==> config.mk <==
export PLATFORM = sky130hd
export DESIGN_NAME = ddrc_top
export DESIGN_NICKNAME = d
export VERILOG_FILES = /design/src/rtl/ddrc_pkg.sv /design/src/rtl/ddrc_top.sv /design/src/rtl/ddrc_code_form.sv /design/src/rtl/ddrc_chan_drive.sv
export SDC_FILE = /design/constraint.sdc
export NUM_CORES = 1
export LEC_CHECK = 0
export BUFFER_PORTS_ARGS = -buffer_cell sky130_fd_sc_hd__clkbuf_2
export CAP_MARGIN = 20
export CORE_ASPECT_RATIO = 0.7
export CORE_MARGIN = 4
export CORE_UTILIZATION = 45
export CTS_BUF_LIST = sky130_fd_sc_hd__clkbuf_16
export DETAILED_ROUTE_END_ITERATION = 10
export GPL_TIMING_DRIVEN = 0
export HOLD_SLACK_MARGIN = 0.12
export PLACE_DENSITY_LB_ADDON = 0.25
export SLEW_MARGIN = 20
export SYNTH_ARGS = -nofsm -noshare
export SYNTH_HDL_FRONTEND = slang
export SYNTH_HIERARCHICAL = 1
export SYNTH_SLANG_ARGS = --single-unit
==> constraint.sdc <==
create_clock -name core_clk -period 2.58 [get_ports core_clk]
set_input_delay 0 -clock core_clk [delete_from_list [all_inputs] [get_ports core_clk]]
set_output_delay 0 -clock core_clk [all_outputs]
set_load 0.01 [all_outputs]
==> src/rtl/ddrc_pkg.sv <==
/*
 * constants and carriers for the dual converter register front end.
 * assumes an 8-bit special-function register port of a processor core on core_clk.
 */
// Overview of operation
// - control bit 7 picks 8-bit mode when one, 12-bit mode when zero, both channels.
// - in 12-bit immediate mode a low-byte write refreshes that channel; write high first.
// - bit 6 ranges channel 1, bit 5 channel 0; one means supply, zero reference.
// - bit 4 clears channel 1, bit 3 channel 0; zero forces output to zero volts.
// - sync bit 2 set means each low-byte write updates that channel at once.
// - bit 1 powers channel 1, bit 0 channel 0; one is on, zero off.
// - control resets to 04h, both channels off with outputs high impedance.
// - 12-bit codes are right-justified: low byte eight lsbs, high nibble four msbs; 8-bit codes put the low byte in the eight msbs.
// - four data registers, low and high per channel, reset to 00h, set codes.
package ddrc_pkg;
    localparam logic [7:0] DDRC_ADDR_CH0_LOW = 8'hf9;
    localparam logic [7:0] DDRC_ADDR_CH0_HIGH = 8'hfa;
    localparam logic [7:0] DDRC_ADDR_CH1_LOW = 8'hfb;
    localparam logic [7:0] DDRC_ADDR_CH1_HIGH = 8'hfc;
    localparam logic [7:0] DDRC_ADDR_CONTROL = 8'hfd;
    localparam logic [7:0] DDRC_CONTROL_RESET = 8'h04;
    localparam logic [7:0] DDRC_DATA_RESET = 8'h00;
    localparam int DDRC_BIT_MODE8 = 7;
    localparam int DDRC_BIT_CH1_RANGE_SELECT = 6;
    localparam int DDRC_BIT_CH0_RANGE_SELECT = 5;
    localparam int DDRC_BIT_CH1_OUTPUT_CLEAR_N = 4;
    localparam int DDRC_BIT_CH0_OUTPUT_CLEAR_N = 3;
    localparam int DDRC_BIT_SYNC = 2;
    localparam int DDRC_BIT_PD1 = 1;
    localparam int DDRC_BIT_PD0 = 0;
    localparam int DDRC_CODE_W = 12;

    typedef struct packed {
        logic wr;
        logic rd;
        logic [7:0] addr;
        logic [7:0] wdata;
    } ddrc_sfr_req_s;

    typedef struct packed {
        logic [DDRC_CODE_W-1:0] code;
        logic range_supply;
        logic power_on;
        logic output_enable;
    } ddrc_chan_out_s;
endpackage

==> src/rtl/ddrc_top.sv <==
/*
 * control and data registers for two voltage-output converters.
 * assumes the core issues single-cycle sfr read and write strobes on core_clk.
 */
`timescale 1ns/1ps
`default_nettype none
module ddrc_top (
    input wire logic core_clk,
    input wire logic rst_n,
    input wire ddrc_pkg::ddrc_sfr_req_s sfr_req,
    output logic [7:0] sfr_rdata,
    output logic sfr_hit,
    output var ddrc_pkg::ddrc_chan_out_s ch0_out,
    output var ddrc_pkg::ddrc_chan_out_s ch1_out
);
    import ddrc_pkg::*;

    typedef struct packed {
        logic [7:0] control;
        logic [7:0] ch0_low;
        logic [7:0] ch0_high;
        logic [7:0] ch1_low;
        logic [7:0] ch1_high;
        logic [DDRC_CODE_W-1:0] ch0_code;
        logic [DDRC_CODE_W-1:0] ch1_code;
        logic [7:0] rdata;
    } ddrc_state_s;

    ddrc_state_s state_q;
    ddrc_state_s state_d;
    logic [DDRC_CODE_W-1:0] ch0_pending;
    logic [DDRC_CODE_W-1:0] ch1_pending;
    logic [DDRC_CODE_W-1:0] ch0_new;
    logic [DDRC_CODE_W-1:0] ch1_new;
    logic [7:0] next_control;

    // =========================================================
    // new codes from the bytes as they will stand after this cycle, pending codes from the stored bytes
    logic [7:0] ch0_low_n;
    logic [7:0] ch0_high_n;
    logic [7:0] ch1_low_n;
    logic [7:0] ch1_high_n;

    ddrc_code_form u_form0 (
        .mode8(next_control[DDRC_BIT_MODE8]),
        .data_low(ch0_low_n),
        .data_high(ch0_high_n),
        .code(ch0_new)
    );
    ddrc_code_form u_form1 (
        .mode8(next_control[DDRC_BIT_MODE8]),
        .data_low(ch1_low_n),
        .data_high(ch1_high_n),
        .code(ch1_new)
    );
    ddrc_code_form u_form0p (
        .mode8(state_q.control[DDRC_BIT_MODE8]),
        .data_low(state_q.ch0_low),
        .data_high(state_q.ch0_high),
        .code(ch0_pending)
    );
    ddrc_code_form u_form1p (
        .mode8(state_q.control[DDRC_BIT_MODE8]),
        .data_low(state_q.ch1_low),
        .data_high(state_q.ch1_high),
        .code(ch1_pending)
    );

    // =========================================================
    // register writes, reads and output update
    always_comb begin
        logic wr_c;
        logic wr_l0;
        logic wr_h0;
        logic wr_l1;
        logic wr_h1;
        logic sync_rise;
        wr_c = sfr_req.wr && (sfr_req.addr == DDRC_ADDR_CONTROL);
        wr_l0 = sfr_req.wr && (sfr_req.addr == DDRC_ADDR_CH0_LOW);
        wr_h0 = sfr_req.wr && (sfr_req.addr == DDRC_ADDR_CH0_HIGH);
        wr_l1 = sfr_req.wr && (sfr_req.addr == DDRC_ADDR_CH1_LOW);
        wr_h1 = sfr_req.wr && (sfr_req.addr == DDRC_ADDR_CH1_HIGH);
        state_d = state_q;
        next_control = wr_c ? sfr_req.wdata : state_q.control;
        ch0_low_n = wr_l0 ? sfr_req.wdata : state_q.ch0_low;
        ch0_high_n = wr_h0 ? sfr_req.wdata : state_q.ch0_high;
        ch1_low_n = wr_l1 ? sfr_req.wdata : state_q.ch1_low;
        ch1_high_n = wr_h1 ? sfr_req.wdata : state_q.ch1_high;
        state_d.control = next_control;
        state_d.ch0_low = ch0_low_n;
        state_d.ch0_high = ch0_high_n;
        state_d.ch1_low = ch1_low_n;
        state_d.ch1_high = ch1_high_n;
        sync_rise = wr_c && !state_q.control[DDRC_BIT_SYNC] && sfr_req.wdata[DDRC_BIT_SYNC];
        // immediate mode: a low-byte write loads that channel only
        if (state_q.control[DDRC_BIT_SYNC] && wr_l0) begin
            state_d.ch0_code = ch0_new;
        end
        if (state_q.control[DDRC_BIT_SYNC] && wr_l1) begin
            state_d.ch1_code = ch1_new;
        end
        // held mode: setting sync loads both channels together
        if (sync_rise) begin
            state_d.ch0_code = ch0_pending;
            state_d.ch1_code = ch1_pending;
        end
        state_d.rdata = state_q.rdata;
        if (sfr_req.rd) begin
            unique case (sfr_req.addr)
                DDRC_ADDR_CH0_LOW: state_d.rdata = state_q.ch0_low;
                DDRC_ADDR_CH0_HIGH: state_d.rdata = state_q.ch0_high;
                DDRC_ADDR_CH1_LOW: state_d.rdata = state_q.ch1_low;
                DDRC_ADDR_CH1_HIGH: state_d.rdata = state_q.ch1_high;
                DDRC_ADDR_CONTROL: state_d.rdata = state_q.control;
                default: state_d.rdata = 8'h00;
            endcase
        end
    end

    always_ff @(posedge core_clk) begin
        if (!rst_n) begin
            state_q.control <= DDRC_CONTROL_RESET;
            state_q.ch0_low <= DDRC_DATA_RESET;
            state_q.ch0_high <= DDRC_DATA_RESET;
            state_q.ch1_low <= DDRC_DATA_RESET;
            state_q.ch1_high <= DDRC_DATA_RESET;
            state_q.ch0_code <= '0;
            state_q.ch1_code <= '0;
            state_q.rdata <= 8'h00;
        end else begin
            state_q <= state_d;
        end
    end

    // =========================================================
    // decode and outputs
    always_comb begin
        sfr_hit = (sfr_req.addr >= DDRC_ADDR_CH0_LOW) && (sfr_req.addr <= DDRC_ADDR_CONTROL);
    end
    assign sfr_rdata = state_q.rdata;

    ddrc_chan_drive u_drive0 (
        .latched_code(state_q.ch0_code),
        .clear_n(state_q.control[DDRC_BIT_CH0_OUTPUT_CLEAR_N]),
        .power_on(state_q.control[DDRC_BIT_PD0]),
        .range_supply(state_q.control[DDRC_BIT_CH0_RANGE_SELECT]),
        .chan(ch0_out)
    );
    ddrc_chan_drive u_drive1 (
        .latched_code(state_q.ch1_code),
        .clear_n(state_q.control[DDRC_BIT_CH1_OUTPUT_CLEAR_N]),
        .power_on(state_q.control[DDRC_BIT_PD1]),
        .range_supply(state_q.control[DDRC_BIT_CH1_RANGE_SELECT]),
        .chan(ch1_out)
    );
endmodule
`default_nettype wire

==> src/rtl/ddrc_code_form.sv <==
/*
 * forms one channel's new or pending code from its data bytes.
 * assumes byte registers held by the caller.
 */
`timescale 1ns/1ps
`default_nettype none
module ddrc_code_form (
    input wire logic mode8,
    input wire logic [7:0] data_low,
    input wire logic [7:0] data_high,
    output logic [ddrc_pkg::DDRC_CODE_W-1:0] code
);
    import ddrc_pkg::*;
    always_comb begin
        if (mode8) begin
            code = {data_low, 4'h0};
        end else begin
            code = {data_high[3:0], data_low};
        end
    end
endmodule
`default_nettype wire

==> src/rtl/ddrc_chan_drive.sv <==
/*
 * per-channel output shaping: clear, power and range.
 * assumes the latched code comes from the update logic.
 */
`timescale 1ns/1ps
`default_nettype none
module ddrc_chan_drive (
    input wire logic [ddrc_pkg::DDRC_CODE_W-1:0] latched_code,
    input wire logic clear_n,
    input wire logic power_on,
    input wire logic range_supply,
    output var ddrc_pkg::ddrc_chan_out_s chan
);
    import ddrc_pkg::*;
    always_comb begin
        chan.code = clear_n ? latched_code : '0;
        chan.range_supply = range_supply;
        chan.power_on = power_on;
        chan.output_enable = power_on;
    end
endmodule
`default_nettype wire

==> results.toml <==
[floorplan]
die_area_mm2 = 0.0114
start_util = 0.472
die_h_um = 90.6
fp.coreArea_mm2 = 0.00929
die_x_um = 126
num_rows = 29
io_pins = 59

[global_routing]
grt_max_degree = 13
grt_use_total = 0.219
grt_pass1_vias = 3667
antenna_found_initial = 0
grt-ovfl-total = 0
grt_pass1_wl_um = 19700

[power]
power_density_mw_per_mm2 = 482
seqPwrFrac = 0.447
switching_power_w = 0.000592
peakVddDrop_v = 0.000286
clkPwrFrac = 0.488
internal-power_w = 0.00192
sw_frac_of_total = 0.236
leakagePower_nw = 2.22
p_comb_frac = 0.065

[cts]
ctsResizeCount = 0
clock_sinks = 72
numCtsBuffers = 9
clk_pin_slew_ns = 0.06
htreeDepth = 3
cts_tree = "built"
insertion_delay_ns = 0.34
cts_hold_buf = 9
post_cts_buffers = 0
root_buffer = "clkbuf_16"
clk_path_buf_depth = 2

[sta]
fin_crit_sh = 0.911
setup_viol = 0
max_slew_margin = 0.477
worst_pin_slew_ns = 0.779
worst_hold_slack_ns = 0.278
finalHoldViolations = 0
slew_violations = 0
period_needed_ns = 2.35
fmax_mhz = 426
rsz0062_at_grt = "no"
final.setup_skew_ns = 0.00576

[worst_setup_path]
cp_slowest_stage_delay_ns = 0.63
crit_type = "input port to flip-flop"
crit_buf_inv = 3
cp_slowest_cell = "nor2_1"
crit_fanout = 10
start_kind = "input port"
worstPathArrival_ns = 2.57
cp_top_family = "simple AND/OR/NAND/NOR gates"
crit_chain = "clkbuf_2 -> nand2_1 -> nor2_1 -> nand4_1 -> buf_2 -> mux2_2 -> buf_6 -> mux2_4 -> a41oi_1 -> a21oi_1"
endpoint_kind = "flip-flop"
crit_required_ns = 2.80

[drt]
wl_per_cell_um = 18.8
totalWireLength_um = 12200
num_vias = 3619
drtIter0Drc = 286
drc_errors = 0
via_per_inst = 5.58
dr.pass1.iters = 5
detail-route-antenna-nets = 0

[synth]
yosys_warnings = 6
synth_area_mm2 = 0.00439
synthCells = 444
synth_most_common_cell = "dfxtp_1"
yosys.area.top_type = "dfxtp_1"
ys_ff_latch = 72
synthTopCellsByCount = "72 x dfxtp_1, 42 x and2_1, 41 x mux2_2"
syn-num-nets = 464
synth_edf_count = 0
seq_area_frac_synth = 0.329
postSynthAreaPerCell_um2 = 9.88
ys_types = 36
yosys-top-cells-area = "dfxtp_1 33%, mux2_4 11%, mux2_2 11%"
async_reset_ff_frac = 0
yosysTopAreaCellShare = 0.329
synthFlopType = "dfxtp_1"

[hold_path]
min_path_type = "input port to flip-flop"

[run]
drv_cap = 0

[layout]
finalNetCount = 540
utilization = 0.560
fin_cells = 649
area_growth_syn_to_layout_pct = 18.5
fillers = 848
drive_above_1_share = 0.394
antennaDiodeCount = 0

[placed_design]
gp_congestion = 0.896
hpwlAfterDp_um = 9020
numPortBuffers = 56
dp.cells = 624

[run_status]
status = "finished clean"
==> power by group through the flow <==
stage	Combinational (W)	Sequential [W]	Clock (W)
2_1_floorplan	0.0000844	0.00115	0
3_3_place_gp	0.000146	0.00115	0
3_5_place_dp	0.000149	0.00115	0
4_1_cts	0.000160	0.00112	0.00125
5_1_grt	0.000176	0.00112	0.00130
6_report	0.000162	0.00112	0.00122
==> registers in the layout (all words and copies together) (netlist names) <==
name       count
state_q       64
sfr_rdata      8
==> cells in the final DEF (no fill, tap or decap), drive strengths merged, types with 3 or more instances in the layout <==
cell type and n:
clkbuf 86, mux2 73, dfxtp 72, and2 58, o21ai 32, a21oi 32
nand2 28, mux2i 28, buf 27, and2b 16, a41oi 12, dlygate4sd3 9
o2bb2ai 8, a22oi 8, nor2b 4, nand4 4, clkinv 4, nand2b 3
nor3 3
==> cell type report <==
class | instances | area (um2) | area share
clock buffer | 9 | 225 | 0.0433
sequential | 72 | 1440 | 0.277
clock inverter | 7 | 62.6 | 0.0120
tap | 124 | 155 | 0.0298
timing repair buffer | 65 | 370 | 0.0712
multi-input combinational | 324 | 2650 | 0.510
buffer | 48 | 294 | 0.0565
==> worst register-to-register path, delay by kind of cell, from the launching register on <==
family / cells / cell delay [ns]
AND/OR/NAND/NOR: 2 / 0.72
buffers and inverters: 2 / 0.67
flip-flops: 1 / 0.31
multiplexers: 1 / 0.24
AO/OA/AOI/OAI: 1 / 0.09
==> metrics by stage <==
| step | total power [W] | area, um2 | setup TNS (ns) | worst slack, ns |
|---|---|---|---|---|
| detailed placement | 0.00130 | 4820 | -1.22 | -0.172 |
| floorplan | 0.00123 | 4390 | 0 | 0.603 |
| global route | 0.00260 | 5200 | 0 | 0.107 |
| finish | 0.00251 | 5200 | 0 | 0.230 |
| CTS | 0.00253 | 5200 | 0 | 0.187 |
| global placement | 0.00129 | 4820 | 0 | 0.0316 |
==> worst paths after layout <==
kind | slack [ns] | endpoint | start | cells after the start
max | 0.23 | state_q[12] | sfr_req[13] | 10
min | 0.28 | state_q[9] | sfr_req[9] | 5
max reg2reg | 0.41 | state_q[28] | state_q[66] | 6
min reg2reg | 0.45 | state_q[15] | state_q[15] | 2
==> logic make-up (layout without fill, tap and decap cells) <==
group | after synthesis | in the layout | synth area share
AND/OR/NAND/NOR | 130 | 130 | 0.197
buffers and inverters | 48 | 129 | 0.0670
AO/OA/AOI/OAI | 93 | 93 | 0.129
flip-flops | 72 | 72 | 0.329
multiplexers | 101 | 101 | 0.279
==> layer usage <==
| layer | part of all wire | routed length [um] | GRT usage | up-vias |
|---|---|---|---|---|
| met5 | 0 | 0 | 0 | - |
| met4 | 0.015 | 184 | 0.0670 | 0 |
| met3 | 0.079 | 958 | 0.0697 | 16 |
| met2 | 0.43 | 5210 | 0.325 | 123 |
| met1 | 0.48 | 5850 | 0.303 | 1744 |
| li1 | - | - | - | 1736 |
No activity file was read; power rests on OpenSTA's default activity.
